--- src/logic/uhds_pkg.sv ---
`default_nettype none
package uhds_pkg;
  localparam int NSLOT = 32;
  localparam int SLOT_W = 5;
  localparam int NTYPE = 3;
  localparam int MEM_AW = 9;
  localparam logic [4:0] SLOT_LAST = 5'h1f;
  // Qword base of each list in descriptor memory, four qwords per slot
  localparam logic [2:0][8:0] LIST_BASE = {9'h100, 9'h080, 9'h000};
  localparam logic [1:0] QW_CTRL = 2'h0;
  localparam logic [1:0] QW_STAT = 2'h1;
  localparam logic [1:0] QW_LINK = 2'h2;
  // Bit positions inside the 64-bit descriptor qwords
  localparam int F_VALID = 0;
  localparam int F_LEN_LO = 3;
  localparam int F_ADDR_LO = 8;
  localparam int F_BYTES_LO = 32;
  localparam int F_NAK_LO = 51;
  localparam int F_CERR_LO = 55;
  localparam int F_TOGGLE = 57;
  localparam int F_PING = 58;
  localparam int F_XERR = 60;
  localparam int F_BABBLE = 61;
  localparam int F_HALT = 62;
  localparam int F_ACTIVE = 63;
  localparam int F_JUMP = 5;
  localparam int F_PTR_LO = 0;
  localparam logic [1:0] RETRY_MAX = 2'h3;
  localparam int UFRAME_NS = 125000;
  localparam int CLK_PERIOD_NS = 40;
  localparam int UFRAME_CYC = UFRAME_NS / CLK_PERIOD_NS;
  localparam logic [11:0] UF_LAST = 12'(UFRAME_CYC - 1);
  localparam logic [3:0] LAT_MAX = 4'hf;

  typedef enum logic [1:0] {
    LIST_ISOCHRONOUS = 2'h0,
    LIST_PERIODIC_INTERRUPT = 2'h1,
    LIST_ASYNC = 2'h2
  } uhds_list_t;

  typedef enum logic [8:0] {
    ST_IDLE = 9'h001,
    ST_FETCH = 9'h002,
    ST_LOAD = 9'h004,
    ST_DECIDE = 9'h008,
    ST_ISSUE = 9'h010,
    ST_WAIT = 9'h020,
    ST_WB = 9'h040,
    ST_WBV = 9'h080,
    ST_ADV = 9'h100
  } uhds_state_t;

  typedef struct packed {
    uhds_list_t list;
    logic [4:0] slot;
    logic [15:0] addr;
    logic [14:0] len;
    logic data_toggle;
    logic ping;
  } uhds_xfer_t;

  typedef struct packed {
    logic babble;
    logic xact_err;
    logic halt;
    logic data_toggle;
    logic ping;
    logic [3:0] nak_retry_count;
    logic [14:0] bytes;
  } uhds_res_t;
endpackage
`default_nettype wire

--- src/logic/uhds_sched.sv ---
`timescale 1ns/100ps
`default_nettype none

module uhds_fifo2 #(
  parameter int W = 8
) (
  // Clock and reset
  input wire logic clk,
  input wire logic rstn,
  // Fill side
  input wire logic in_valid,
  output logic in_ready,
  input wire logic [W-1:0] in_data,
  // Drain side
  output logic out_valid,
  input wire logic out_ready,
  output logic [W-1:0] out_data
);
  logic [1:0][W-1:0] buf_q;
  logic wr_q;
  logic rd_q;
  logic [1:0] cnt_q;
  logic push;
  logic pop;

  assign in_ready = (cnt_q != 2'h2);
  assign out_valid = (cnt_q != 2'h0);
  assign out_data = buf_q[rd_q];
  assign push = in_valid & in_ready;
  assign pop = out_valid & out_ready;

  always_ff @(posedge clk or negedge rstn) begin
    if (!rstn) begin
      buf_q <= '0;
    end else if (push) begin
      buf_q[wr_q] <= in_data;
    end
  end

  always_ff @(posedge clk or negedge rstn) begin
    if (!rstn) begin
      wr_q <= 1'b0;
      rd_q <= 1'b0;
      cnt_q <= 2'h0;
    end else begin
      if (push) wr_q <= ~wr_q;
      if (pop) rd_q <= ~rd_q;
      cnt_q <= cnt_q + {1'b0, push} - {1'b0, pop};
    end
  end
endmodule // uhds_fifo2

////////////////////////////////////////////////////////////////////////////////

module uhds_sched (
  // Clock and reset
  input wire logic sys_clk,
  input wire logic rstn,
  // Control
  input wire logic sched_en,
  input wire logic [uhds_pkg::NTYPE-1:0][uhds_pkg::NSLOT-1:0] skip_map,
  input wire logic [uhds_pkg::NTYPE-1:0][uhds_pkg::NSLOT-1:0] final_slot_marker,
  input wire logic [uhds_pkg::NTYPE-1:0][uhds_pkg::NSLOT-1:0] irq_or_mask,
  input wire logic [uhds_pkg::NTYPE-1:0][uhds_pkg::NSLOT-1:0] irq_and_mask,
  input wire logic [uhds_pkg::NTYPE-1:0][uhds_pkg::NSLOT-1:0] done_clr,
  input wire logic [3:0] irq_latency,
  input wire logic [3:0] irq_clr,
  // Status
  output logic [uhds_pkg::NTYPE-1:0][uhds_pkg::NSLOT-1:0] done_map,
  output logic [3:0] irq,
  output logic busy,
  // Shared descriptor memory, read data one cycle after mem_rd_en
  output logic mem_rd_en,
  output logic mem_wr_en,
  output logic [uhds_pkg::MEM_AW-1:0] mem_addr,
  output logic [63:0] mem_wr_data,
  input wire logic [63:0] mem_rd_data,
  // Transaction engine
  output logic xfer_valid,
  input wire logic xfer_ready,
  output uhds_pkg::uhds_xfer_t xfer,
  input wire logic res_valid,
  output logic res_ready,
  input wire uhds_pkg::uhds_res_t res
);
  import uhds_pkg::*;

  uhds_state_t state_q, state_d;
  uhds_list_t list_q;
  logic [SLOT_W-1:0] slot_q;
  logic [1:0] qw_q;
  logic [63:0] ctrl_q, stat_q, link_q;
  logic [1:0] retry_q;
  uhds_res_t res_q;
  logic [11:0] uf_cnt_q;
  logic uf_tick;
  logic [NTYPE-1:0][NSLOT-1:0] done_q, done_set;
  logic [3:0] pend_q, lat_q, irq_q, ev, release_v;
  logic cur_skip, cur_last, cur_valid, cur_active, cur_jump, exec_ok;
  logic [SLOT_W-1:0] cur_ptr, next_slot;
  logic jump_take, list_end, err_retry, fin, fifo_in_ready;
  logic [63:0] wb_stat, wb_ctrl;
  logic [1:0] qsel;
  uhds_xfer_t xfer_d;
  logic [$bits(uhds_xfer_t)-1:0] fifo_out;

  ////////////////////////////////////////////////////////////////////////////
  // Microframe timer paces walks and the frame interrupt

  always_ff @(posedge sys_clk or negedge rstn) begin
    if (!rstn) begin
      uf_cnt_q <= 12'h000;
    end else if (uf_cnt_q == UF_LAST) begin
      uf_cnt_q <= 12'h000;
    end else begin
      uf_cnt_q <= uf_cnt_q + 12'h001;
    end
  end

  assign uf_tick = (uf_cnt_q == UF_LAST);

  ////////////////////////////////////////////////////////////////////////////
  // Descriptor decode

  assign cur_skip = skip_map[list_q][slot_q];
  assign cur_last = final_slot_marker[list_q][slot_q];
  assign cur_valid = ctrl_q[F_VALID];
  // Active still set means the descriptor is not yet done
  assign cur_active = stat_q[F_ACTIVE];
  assign cur_jump = link_q[F_JUMP];
  assign cur_ptr = link_q[F_PTR_LO +: SLOT_W];
  assign exec_ok = cur_valid & cur_active & ~cur_skip;
  // A backward pointer would loop forever, so it falls back to increment
  assign jump_take = cur_jump & ~cur_skip & (cur_ptr > slot_q);
  assign list_end = cur_last | (slot_q == SLOT_LAST);
  assign next_slot = jump_take ? cur_ptr : slot_q + 5'h01;
  // Babble ends the descriptor even when an error retry is still owed
  assign err_retry = res_q.xact_err & ~res_q.babble & (retry_q != RETRY_MAX);
  assign fin = (state_q == ST_WB) & ~err_retry;

  ////////////////////////////////////////////////////////////////////////////
  // Walk state machine

  always_comb begin
    state_d = state_q;
    unique case (state_q)
      ST_IDLE: if (uf_tick && sched_en) state_d = ST_FETCH;
      ST_FETCH: state_d = ST_LOAD;
      ST_LOAD: state_d = (qw_q == QW_LINK) ? ST_DECIDE : ST_FETCH;
      ST_DECIDE: state_d = exec_ok ? ST_ISSUE : ST_ADV;
      ST_ISSUE: if (fifo_in_ready) state_d = ST_WAIT;
      ST_WAIT: if (res_valid) state_d = ST_WB;
      ST_WB: state_d = err_retry ? ST_ISSUE : (res_q.babble || res_q.xact_err) ? ST_WBV : ST_ADV;
      ST_WBV: state_d = ST_ADV;
      ST_ADV: state_d = (!sched_en || (list_end && list_q == LIST_ASYNC)) ? ST_IDLE : ST_FETCH;
      default: state_d = ST_IDLE;
    endcase
  end

  always_ff @(posedge sys_clk or negedge rstn) begin
    if (!rstn) begin
      state_q <= ST_IDLE;
    end else begin
      state_q <= state_d;
    end
  end

  // List order and slot position
  always_ff @(posedge sys_clk or negedge rstn) begin
    if (!rstn) begin
      list_q <= LIST_ISOCHRONOUS;
      slot_q <= '0;
    end else if (state_q == ST_IDLE) begin
      list_q <= LIST_ISOCHRONOUS;
      slot_q <= '0;
    end else if (state_q == ST_ADV) begin
      if (list_end) begin
        list_q <= (list_q == LIST_ISOCHRONOUS) ? LIST_PERIODIC_INTERRUPT : LIST_ASYNC;
        slot_q <= '0;
      end else begin
        slot_q <= next_slot;
      end
    end
  end

  // Descriptor fetch, three qwords per slot
  always_ff @(posedge sys_clk or negedge rstn) begin
    if (!rstn) begin
      qw_q <= 2'h0;
      ctrl_q <= '0;
      stat_q <= '0;
      link_q <= '0;
    end else if (state_q == ST_IDLE || state_q == ST_ADV) begin
      qw_q <= 2'h0;
    end else if (state_q == ST_LOAD) begin
      qw_q <= qw_q + 2'h1;
      unique case (qw_q)
        QW_CTRL: ctrl_q <= mem_rd_data;
        QW_STAT: stat_q <= mem_rd_data;
        default: link_q <= mem_rd_data;
      endcase
    end
  end

  always_ff @(posedge sys_clk or negedge rstn) begin
    if (!rstn) begin
      retry_q <= 2'h0;
      res_q <= '0;
    end else begin
      if (state_q == ST_ADV) retry_q <= 2'h0;
      else if (state_q == ST_WB && err_retry) retry_q <= retry_q + 2'h1;
      if (state_q == ST_WAIT && res_valid) res_q <= res;
    end
  end

  ////////////////////////////////////////////////////////////////////////////
  // Status write-back

  always_comb begin
    wb_stat = stat_q;
    // Active stays up only while a retry is still owed
    wb_stat[F_ACTIVE] = err_retry;
    wb_stat[F_HALT] = res_q.halt;
    wb_stat[F_BABBLE] = res_q.babble;
    wb_stat[F_XERR] = res_q.xact_err;
    wb_stat[F_PING] = res_q.ping;
    wb_stat[F_TOGGLE] = res_q.data_toggle;
    wb_stat[F_CERR_LO +: 2] = retry_q;
    wb_stat[F_NAK_LO +: 4] = res_q.nak_retry_count;
    // Wraps past 32 kB - 1; the engine never moves more than that
    wb_stat[F_BYTES_LO +: 15] = stat_q[F_BYTES_LO +: 15] + res_q.bytes;
    wb_ctrl = ctrl_q;
    wb_ctrl[F_VALID] = 1'b0;
  end

  assign qsel = (state_q == ST_WB) ? QW_STAT : (state_q == ST_WBV) ? QW_CTRL : qw_q;
  assign mem_addr = LIST_BASE[list_q] + {2'b00, slot_q, qsel};
  assign mem_rd_en = (state_q == ST_FETCH);
  assign mem_wr_en = (state_q == ST_WB) | (state_q == ST_WBV);
  assign mem_wr_data = (state_q == ST_WBV) ? wb_ctrl : wb_stat;

  ////////////////////////////////////////////////////////////////////////////
  // Transfer requests through a two-entry buffer

  always_comb begin
    xfer_d.list = list_q;
    xfer_d.slot = slot_q;
    xfer_d.addr = stat_q[F_ADDR_LO +: 16];
    xfer_d.len = ctrl_q[F_LEN_LO +: 15];
    xfer_d.data_toggle = stat_q[F_TOGGLE];
    xfer_d.ping = stat_q[F_PING];
  end

  uhds_fifo2 #(.W($bits(uhds_xfer_t))) uhds_fifo2_inst (
    .clk(sys_clk),
    .rstn(rstn),
    .in_valid(state_q == ST_ISSUE),
    .in_ready(fifo_in_ready),
    .in_data(xfer_d),
    .out_valid(xfer_valid),
    .out_ready(xfer_ready),
    .out_data(fifo_out)
  );

  assign xfer = uhds_xfer_t'(fifo_out);
  assign res_ready = (state_q == ST_WAIT);
  assign busy = (state_q != ST_IDLE);

  ////////////////////////////////////////////////////////////////////////////
  // Done maps and interrupts

  always_comb begin
    done_set = '0;
    ev = 4'h0;
    if (fin) begin
      done_set[list_q][slot_q] = 1'b1;
      ev[list_q] = irq_or_mask[list_q][slot_q] |
                   (irq_and_mask[list_q][slot_q] &
                    (((done_q[list_q] | done_set[list_q]) & irq_and_mask[list_q]) == irq_and_mask[list_q]));
    end
    ev[3] = uf_tick;
  end

  // A completion in the clearing cycle survives
  always_ff @(posedge sys_clk or negedge rstn) begin
    if (!rstn) begin
      done_q <= '0;
    end else begin
      done_q <= (done_q & ~done_clr) | done_set;
    end
  end

  assign release_v = (pend_q != 4'h0 && lat_q >= irq_latency) ? pend_q : 4'h0;

  // Latency counted in whole microframes since the oldest pending event
  always_ff @(posedge sys_clk or negedge rstn) begin
    if (!rstn) begin
      pend_q <= 4'h0;
      lat_q <= 4'h0;
    end else begin
      pend_q <= (pend_q & ~release_v) | ev;
      if (pend_q == 4'h0 || release_v != 4'h0) lat_q <= 4'h0;
      else if (uf_tick && lat_q != LAT_MAX) lat_q <= lat_q + 4'h1;
    end
  end

  always_ff @(posedge sys_clk or negedge rstn) begin
    if (!rstn) begin
      irq_q <= 4'h0;
    end else begin
      irq_q <= (irq_q & ~irq_clr) | release_v;
    end
  end

  assign done_map = done_q;
  assign irq = irq_q;
endmodule // uhds_sched

`default_nettype wire

--- config.mk ---
export PLATFORM = sky130hd
export DESIGN_NAME = uhds_sched
export DESIGN_NICKNAME = d
export VERILOG_FILES = /design/src/logic/uhds_pkg.sv /design/src/logic/uhds_sched.sv
export SDC_FILE = /design/constraint.sdc
export NUM_CORES = 1
export LEC_CHECK = 0
export BUFFER_PORTS_ARGS = -buffer_cell sky130_fd_sc_hd__buf_2
export CORE_AREA = 8 8 301 303
export CTS_CLUSTER_DIAMETER = 100
export DETAILED_ROUTE_END_ITERATION = 16
export DIE_AREA = 0 0 309 311
export GPL_TIMING_DRIVEN = 1
export PLACE_DENSITY = 0.53
export SKIP_CTS_REPAIR_TIMING = 1
export SYNTH_ARGS = -nofsm -noshare
export SYNTH_HDL_FRONTEND = slang
export SYNTH_SLANG_ARGS = --single-unit
--- constraint.sdc ---
create_clock -name sys_clk -period 3.5 [get_ports sys_clk]
set_input_delay 0.175 -clock sys_clk [delete_from_list [all_inputs] [get_ports sys_clk]]
set_output_delay 0.175 -clock sys_clk [all_outputs]
set_load 0.05 [all_outputs]
* Yosys cells after proc, flatten, opt, wreduce, memory -nomap -nowiden
Cells that the tools add are included.
W data, S select, Z words.
** Storage, ports and cells
- Input bits :: 581
- Register bits :: 382
- Logic and storage cells :: 193
- Output and inout port bits :: 218
** Cells by class
- Muxes and demuxes :: 63
- Reduce and logical (&&, ||, !) cells :: 31
- Order comparisons :: 9
- Add/subtract/negate cells :: 9
- Bitwise operators :: 32
- Equality and inequality tests :: 22
** Operator list (number)
- $bmux W32 S2 :: 6
- $mux W32 :: 7
- $mux W40 :: 3
- $and A96 B96 Y96 :: 1
- $mux W96 :: 1
- $not A96 Y96 :: 1
- $or A96 B96 Y96 :: 1
- $pmux W9 S9 :: 1
- $bwmux W80 :: 1
- $demux W32 S2 :: 1
- $mux W64 :: 1
- $mux W9 :: 7
- $demux W40 S1 :: 1
- $and A32 B32 Y32 :: 1
- $eq A32 B32 Y1 :: 1
- $or A32 B32 Y32 :: 1
- $mux W2 :: 11
- $bmux W1 S5 :: 4
- $mux W5 :: 4
- $bmux W9 S2 :: 1
- $mux W4 :: 4
- $add A15 B15 Y15 :: 1
- $add A12 B1 Y12 const B :: 1
- $eq A12 B12 Y1 const B :: 1
- 51 further kinds :: 104

* Longest topological paths before layout
Gate-level depths: netlist (run 1).
- Word-level depth :: 16
- Mapped depth :: 15
- Depth with buffers taken out :: 11

* Modules after synthesis
Synthesis (run 1) repeated with hierarchy kept, for this count alone.
** Unflattened totals
- Cell total of the unflattened synthesis :: 2093
- Area, all modules :: 21593.2 um^2
** Modules (own cells, without submodules)
- uhds_sched :: seq. area each 7233.2 um^2, area an instance 17882.2 um^2, cells each 1856, times used 1
- uhds_fifo2 :: seq. area each 2102.0 um^2, area an instance 3711.1 um^2, cells each 237, times used 1

* Least setup slack after synthesis (run 1)
OpenSTA, ideal clock, no wires.
- Path kind :: register to register
- Start :: reg slot_q[0]
- End :: reg pend_q[1]
- Data required time :: 3.422 ns
- Buffers on the path :: 5
- Data arrival time :: 3.799 ns
- Period minus slack after synthesis :: 3.877 ns
- Stages on the path, launching flop included :: 16
- Setup time :: 0.078 ns
- Slack :: -0.377 ns
- Cell sequence :: dfrtp_1 -> buf_2 -> inv_1 -> buf_2 -> buf_2 -> clkbuf_1 -> ha_1 -> buf_1 -> nand2_1 -> o32ai_1 -> a211oi_1 -> nor4_1 -> o2111ai_1 -> or4_1 -> a2bb2oi_1 -> o21ai_1
** Between the ends
- Longest elaborated chain between the ends :: 16
- Elaborated cells between the ends (all ways) :: 21
- Those cells by class :: 2 x order compare; 1 x eq/ne; 11 x mux; 6 x bitwise; 1 x reduce/logical
** RTL lines
- start, declared :: RTL line uhds_sched.sv:90 : logic [SLOT_W-1:0] slot_q;
- start signal, assigned :: RTL line uhds_sched.sv:181 : slot_q <= next_slot;
- $lt A5 B6 Y1 (not written as such) / $ge A5 B1 Y1 (equally long branches) :: RTL line uhds_sched.sv:276 : done_set[list_q][slot_q] = 1'b1;
- $logic_and A1 B1 Y1 (not written as such) :: RTL line uhds_sched.sv:276
- $mux W1 (not written as such) :: RTL line uhds_sched.sv:276
- $demux W1 S5 :: RTL line uhds_sched.sv:276
- $mux W32 (not written as such) :: RTL line uhds_sched.sv:276
- $demux W32 S2 :: RTL line uhds_sched.sv:276
- $bmux W32 S2 :: RTL line uhds_sched.sv:279 : (((done_q[list_q] | done_set[list_q]) & irq_and_mask[list_q]) == irq_and_mask[list_q]));
- $mux W32 (not written as such) :: RTL line uhds_sched.sv:279
- $or A32 B32 Y32 :: RTL line uhds_sched.sv:279
- $and A32 B32 Y32 :: RTL line uhds_sched.sv:279
- $eq A32 B32 Y1 :: RTL line uhds_sched.sv:279
- $and A1 B1 Y1 :: RTL line uhds_sched.sv:278 : (irq_and_mask[list_q][slot_q] &
- $or A1 B1 Y1 * :: RTL line uhds_sched.sv:277 : ev[list_q] = irq_or_mask[list_q][slot_q] |
- $and A3 B3 Y3 (no line) *
- $mux W3 * :: RTL line uhds_sched.sv:275 : if (fin) begin
- $or A4 B4 Y4 * :: RTL line uhds_sched.sv:301 : pend_q <= (pend_q & ~release_v) | ev;
- end signal, assigned :: RTL line uhds_sched.sv:301
- end, declared :: RTL line uhds_sched.sv:98 : logic [3:0] pend_q, lat_q, irq_q, ev, release_v;
Every way passes the cells marked *; elsewhere a longest branch is shown, timed or not. The select of a mux whose other input is x is not followed.
A chain may end at the register's enable or synchronous reset.

* Final worst setup path (run 1)
- Start :: reg stat_q[33]
- End :: out mem_wr_data[41]
** Between the ends
- Longest elaborated chain between the ends :: 2
** RTL lines
- start, declared :: RTL line uhds_sched.sv:92 : logic [63:0] ctrl_q, stat_q, link_q;
- start signal, assigned :: RTL line uhds_sched.sv:199 : QW_STAT: stat_q <= mem_rd_data;
- $add A15 B15 Y15 :: RTL line uhds_sched.sv:231 : wb_stat[F_BYTES_LO +: 15] = stat_q[F_BYTES_LO +: 15] + res_q.bytes;
- $mux W64 :: RTL line uhds_sched.sv:240 : assign mem_wr_data = (state_q == ST_WBV) ? wb_ctrl : wb_stat;
- end, declared :: RTL line uhds_sched.sv:76 : output logic [63:0] mem_wr_data,
Every way passes these cells.

==> impl_metrics.tcl, run 1 <==
set metrics [dict create \
    drtPass1Iterations 5 \
    wirelength_um 108000 \
    area_growth_pct 44.4 \
    cp-startpoint "stat_q[33]$_DFFE_PN0P_" \
    multi_input_area_mm2 0.0108 \
    slew_violations 0 \
    max_freq_mhz 301 \
    clock_path_buffers 3 \
    num_rows 108 \
    root_buffer "clkbuf_16" \
    synthArstFlopShare 1.00 \
    die_h_um 311 \
    fin_worst_skew_ps 47.4 \
    setup_viol 0 \
    status "finished, final reports clean" \
    die_w_um 309 \
    avgSynthCellArea_um2 10.6 \
    syn_nets 2618 \
    track_usage 0.207 \
    yosys.area.top_type "dfrtp_1" \
    critPathMaxFanout 3 \
    slew_headroom 0.290 \
    first_global_vias 20200 \
    timing.rr.start "list_q[1]$_DFFE_PN0P_" \
    nets 3614 \
    max_cap_violations 0 \
    io_buffers 798 \
    grt_pass1_wl_um 148000 \
    cts_made_buffers 46 \
    fillers 8868 \
    power.density_mw_per_mm2 356 \
    hold_violations 0 \
    syn_inst 1999 \
    timing.hold.ws_ps 145 \
    final_util 0.356 \
    worstPathRequired_ps 3320 \
    avgRoutedWirePerCell_um 25.6 \
    cts-htree-levels 2 \
    finalWorstSetupSlack_ps 175 \
    cp-end-kind "primary output" \
    viasPerCell 4.86 \
    syn-cell-area_mm2 0.0212 \
    clk_pin_slew_worst_paths_ps 60 \
    ant_nets 0 \
    cts_tree "yes" \
    r2r_slack_ps 200 \
    cp_data_arrival_time_ps 3150 \
    dpl.hpwl_um 84700 \
    ios 799 \
    die_area_mm2 0.0961 \
    crit_type "reg -> out" \
    gr-total-overflow 0 \
    antenna_found_initial 33 \
    leakagePower_nw 14.3 \
    core_mm2 0.0859 \
    drive_above_1_share 0.440 \
    drc_errors 0 \
    place_ws_ps 143 \
    initial_core_util 0.247 \
    dp_cells 3909 \
    period_share 0.950 \
    clock_latency_ps 610 \
    via_count 20500 \
    place.gp.congestion 0.961 \
    hp-class "in -> async" \
    yosys_most_used_dff "dfrtp_1" \
    synth-seq-area-share 0.440 \
    synth_edf_count 0 \
    start_kind "flop" \
    finalWorstPathRequiredPeriod_ps 3330 \
    synth_area_leaders "dfrtp_1 44%, mux2_2 16%, nand2_1 4.4%" \
    synthDistinctLibCells 72 \
    grt_max_degree 83 \
    synth.yosys.warnings 0 \
    seq_area_mm2 0.00935 \
    drt_iter0_markers 1477 \
    ys_ff_latch 373 \
    worst_pin_slew_ps 1060 \
    synth_top_area_frac 0.439 \
    finalNonFillerCells 4209 \
    cts.sinks 373 \
    max-vdd-ir-drop_uv 323 \
]
-- cell type report --
| cell class | instances | share of cell area |
|---|---|---|
| Antenna cell | 23 | 0.00188 |
| Clock buffer | 67 | 0.0441 |
| Clock inverter | 17 | 0.00793 |
| Tap cell | 1155 | 0.0472 |
| Timing Repair Buffer | 1082 | 0.223 |
| Multi-Input combinational cell | 1364 | 0.354 |
| Sequential cell | 373 | 0.305 |
| Inverter | 128 | 0.0157 |
-- registers in the layout, summed over array words and instances (netlist names), 2 cells and up --
signal                 count
uf_cnt_q                  12
qw_q                       2
ctrl_q                    64
lat_q                      4
done_map                  96
retry_q                    2
slot_q                     5
state_q                    9
stat_q                    55
res_q                     24
link_q                     6
uhds_fifo2_inst.buf_q     80
irq                        4
uhds_fifo2_inst.cnt_q      2
pend_q                     4
list_q                     2
-- routing by layer --
layer | vias to the layer above | global-route usage | routed length, um
li1 | 9319 | - | -
met1 | 10100 | 0.250 | 42700
met2 | 844 | 0.351 | 52600
met3 | 179 | 0.0544 | 8200
met4 | 2 | 0.0797 | 4190
met5 | - | 0 | 12
-- synth_stat cells (5+ instances only) --
library cell	instances
dfrtp_1	372
mux2_2	308
nand2_1	249
inv_1	126
o22ai_1	110
mux2i_1	93
clkbuf_1	77
nor2_1	71
o21ai_0	50
a21oi_1	42
ha_1	37
a22oi_1	30
buf_2	29
a211oi_1	27
mux2_1	23
o2bb2ai_1	23
a221o_1	22
o32ai_1	22
mux4_2	21
nand3_1	21
a221oi_1	19
nor3_1	19
buf_1	15
xor2_1	15
nor4_1	14
xnor2_1	14
nand2b_1	13
o2111ai_1	12
buf_6	8
nand4_1	8
nor2b_1	8
nor3b_1	7
o211ai_1	7
a21o_1	6
and2_1	6
and3_1	5
buf_4	5
o21ai_1	5
o31ai_1	5
-- critical path, cell delays in order, from the launching register on --
cell,delay (ps)
dfrtp_1,400
ha_1,290
a21o_1,190
a21oi_2,180
o21ai_1,130
o41a_1,410
a21o_1,210
a211o_1,290
a21oi_1,190
nor2_1,60
buf_2,210
-- where the power goes --
group,total [mW],switching [mW],leakage (nW),internal (mW)
Sequential,4.55,0.141,4.88,4.41
Clock,4.97,2.04,0.773,2.93
Combinational,1.38,0.680,8.68,0.701
-- layout by cell type (no fill, tap or decap), types with 23 or more instances in the layout --
master	netlist	layout
buf_2	29	795
dfrtp_1	372	366
mux2_2	308	308
nand2_1	249	243
dlygate4sd3_1	0	192
inv_1	126	125
o22ai_1	110	110
mux2i_1	93	93
buf_4	5	76
nor2_1	71	70
o21ai_0	50	48
clkbuf_16	0	46
a21oi_1	42	39
ha_1	37	37
a22oi_1	30	30
a211oi_1	27	27
diode_2	0	23
mux2_1	23	23
o2bb2ai_1	23	23
-- final timing paths --
check,to,cells past startpoint
max reg2reg,slot_q[4]$_DFFE_PN0P_,10
min reg2reg,uhds_fifo2_inst.buf_q[77]$_DFFE_PN0P_,2
max,mem_wr_data[41],10
min,ctrl_q[50]$_DFFE_PN0P_,2
max in group asynchronous,done_map[39]$_DFF_PN0_,3
min in group sys_clk,irq[3]$_DFF_PN0_,6
-- through the flow --
stage | instance area [um^2] | setup TNS (ps) | power, mW
global placement | 27000 | 0 | 5.82
finish | 30600 | 0 | 10.9
CTS | 28600 | -438 | 10.9
detailed placement | 27000 | 0 | 5.83
global route | 30600 | -9.12 | 11.3
floorplan | 21200 | 0 | 5.12
-- cell families (layout without fill, tap and decap cells) --
kind of cell,count (synthesis),count (layout),synth area share
xor+xnor,29,29,0.0120
simple gates,446,446,0.0947
fa+ha+maj,38,38,0.0228
flops,373,373,0.440
mux,448,448,0.244
other cells,0,23,0
compound gates,403,403,0.134
buf+inv,262,1294,0.0518
Power figures use the tool's default switching activity.
==> run 2, diff against run 1 <==
--- a/config.mk
+++ b/config.mk
@@ -6,12 +6,14 @@
 export NUM_CORES = 1
 export LEC_CHECK = 0
 export BUFFER_PORTS_ARGS = -buffer_cell sky130_fd_sc_hd__buf_2
-export CORE_AREA = 8 8 301 303
+export CELL_PAD_IN_SITES_DETAIL_PLACEMENT = 1
+export CELL_PAD_IN_SITES_GLOBAL_PLACEMENT = 2
+export CORE_AREA = 8 8 307 309
 export CTS_CLUSTER_DIAMETER = 100
 export DETAILED_ROUTE_END_ITERATION = 16
-export DIE_AREA = 0 0 309 311
+export DIE_AREA = 0 0 315 317
 export GPL_TIMING_DRIVEN = 1
-export PLACE_DENSITY = 0.53
+export PLACE_DENSITY = 0.74
 export SKIP_CTS_REPAIR_TIMING = 1
 export SYNTH_ARGS = -nofsm -noshare
 export SYNTH_HDL_FRONTEND = slang
==> run 2 against run 1 <==
Routed wire length rose by 5.8%. Total power fell by 2.0%. Via count rose by 2.0%. Utilization fell by 1.4 points. Largest cell class unchanged. Sequential power barely moved. Die area rose by 3.9%. First-iteration DRC count fell by 23%.
==> impl_metrics.tcl, run 2 (synthesis gave the netlist of run 1 again) <==
set metrics [dict create \
    track_usage 0.212 \
    wirelength_um 114000 \
    cp-end-kind "flop" \
    drt_iter0_markers 1140 \
    grt_pass1_wl_um 156000 \
    crit_type "reg -> reg" \
    place_ws_ps -149 \
    period_share 0.971 \
    num_rows 110 \
    max_cap_violations 0 \
    worst_pin_slew_ps 1130 \
    hp-class "in -> reg" \
    fin_tns_setup_ps 0 \
    die_h_um 317 \
    io_buffers 798 \
    via_count 20900 \
    finalWorstSetupSlack_ps 101 \
    finalWorstPathRequiredPeriod_ps 3400 \
    cts_tree "yes" \
    grt_max_degree 90 \
    p_int_mw 7.83 \
    viasPerCell 4.93 \
    place.gp.congestion 0.901 \
    die_w_um 315 \
    area_growth_pct 44.0 \
    antenna_found_initial 43 \
    max_freq_mhz 294 \
    root_buffer "clkbuf_16" \
    cp_data_arrival_time_ps 3870 \
    avgRoutedWirePerCell_um 26.9 \
    ant_nets 0 \
    clk_pin_slew_worst_paths_ps 60 \
    initial_core_util 0.237 \
    grt_setup_unrepaired "true" \
    hold_violations 0 \
    critPathMaxFanout 18 \
    seqPwrFrac 0.425 \
    status "finished, final reports clean" \
    seq_area_mm2 0.00935 \
    drive_above_1_share 0.439 \
    cts_made_buffers 47 \
    fillers 10300 \
    multi_input_area_mm2 0.0109 \
    gr-total-overflow 0 \
    pwr-share-comb 0.131 \
    leakagePower_nw 14.3 \
    drc_errors 0 \
    final_util 0.342 \
    start_kind "flop" \
    worstPathRequired_ps 3980 \
    drtPass1Iterations 5 \
    dpl.hpwl_um 89700 \
    clock_latency_ps 590 \
    clkPwrFrac 0.444 \
    nets 3616 \
    slew_violations 0 \
    p_sw_frac 0.267 \
    slew_headroom 0.244 \
    power.density_mw_per_mm2 350 \
    final_common_cell "buf_2" \
    ios 799 \
    largest_reg_flops 96 \
    cts-htree-levels 2 \
    max-vdd-ir-drop_uv 315 \
    first_global_vias 21300 \
    cts.sinks 373 \
    most-common-layout-cells "793 x buf_2, 366 x dfrtp_1, 308 x mux2_2" \
    core_mm2 0.0893 \
    die_area_mm2 0.0999 \
    p_switching_mw 2.86 \
    fin_worst_skew_ps 24.5 \
    setup_viol 0 \
    clock_path_buffers 3 \
]
[run 2: changes by cell type in the layout (fill, tap and decap cells not counted), sizes merged, moves of 2 or more]
cell | before | now
buf | 889 | 892
bufinv | 3 | 1
clkinv | 10 | 8
diode | 23 | 29
inv | 129 | 131
[run 2: per-stage QoR]
step,instances,hold slack [ps],power [mW],area [um^2]
6_report,4236,75.5,10.7,30500
5_1_grt,4232,77.7,11.1,30500
4_1_cts,4010,-387,10.7,28400
3_3_place_gp,3927,258,5.82,26900
2_1_floorplan,1999,-121,5.12,21200
3_5_place_dp,3927,263,5.84,26900
[run 2: metal layers]
metal | track usage | part of all wire | up-vias
met5 | 0 | 0.00067 | -
met4 | 0.0808 | 0.036 | 12
met3 | 0.0566 | 0.072 | 199
met2 | 0.371 | 0.50 | 789
met1 | 0.247 | 0.39 | 10500
li1 | - | - | 9328
[run 2: power groups by stage]
stage | clock network (mW) | logic (mW) | registers (mW)
2_1_floorplan | 0 | 0.595 | 4.53
3_3_place_gp | 0 | 1.21 | 4.61
3_5_place_dp | 0 | 1.22 | 4.62
4_1_cts | 4.92 | 1.23 | 4.54
5_1_grt | 5.08 | 1.51 | 4.55
6_report | 4.75 | 1.40 | 4.54
[run 2: cell type report]
cell class	instances	share of cell area
Timing Repair Buffer	1083	0.223
Sequential cell	373	0.306
Clock buffer	67	0.0433
Tap cell	1176	0.0482
Multi-Input combinational cell	1364	0.356
Antenna cell	29	0.00238
Inverter	128	0.0157
Clock inverter	16	0.00537
[run 2: final timing paths]
check                                                 startpoint                                     to  slack [ps]  cells past startpoint
setup reg to reg                           list_q[1]$_DFFE_PN0P_                 state_q[1]$_DFFE_PN0P_         100                     11
min in group asynchronous                                   rstn                 ctrl_q[26]$_DFFE_PN0P_         180                      2
setup / recovery                           list_q[1]$_DFFE_PN0P_                 state_q[1]$_DFFE_PN0P_         100                     11
hold / removal                                          sched_en                 state_q[0]$_DFFE_PN1P_          80                      4
hold reg to reg            uhds_fifo2_inst.buf_q[74]$_DFFE_PN0P_  uhds_fifo2_inst.buf_q[74]$_DFFE_PN0P_         490                      2
max in group asynchronous                                   rstn                 done_map[67]$_DFF_PN0_        2320                      3
[run 2: worst max-delay path, cell delays in order (launching register included)]
cell and delay (ps):
dfrtp_4 570, buf_4 170, nor2b_4 340, buf_4 310, a221oi_1 130, or3b_2 490, o2111ai_1 160, a311oi_2 70
buf_4 180, a21boi_1 470, o221ai_1 210, and2_1 190
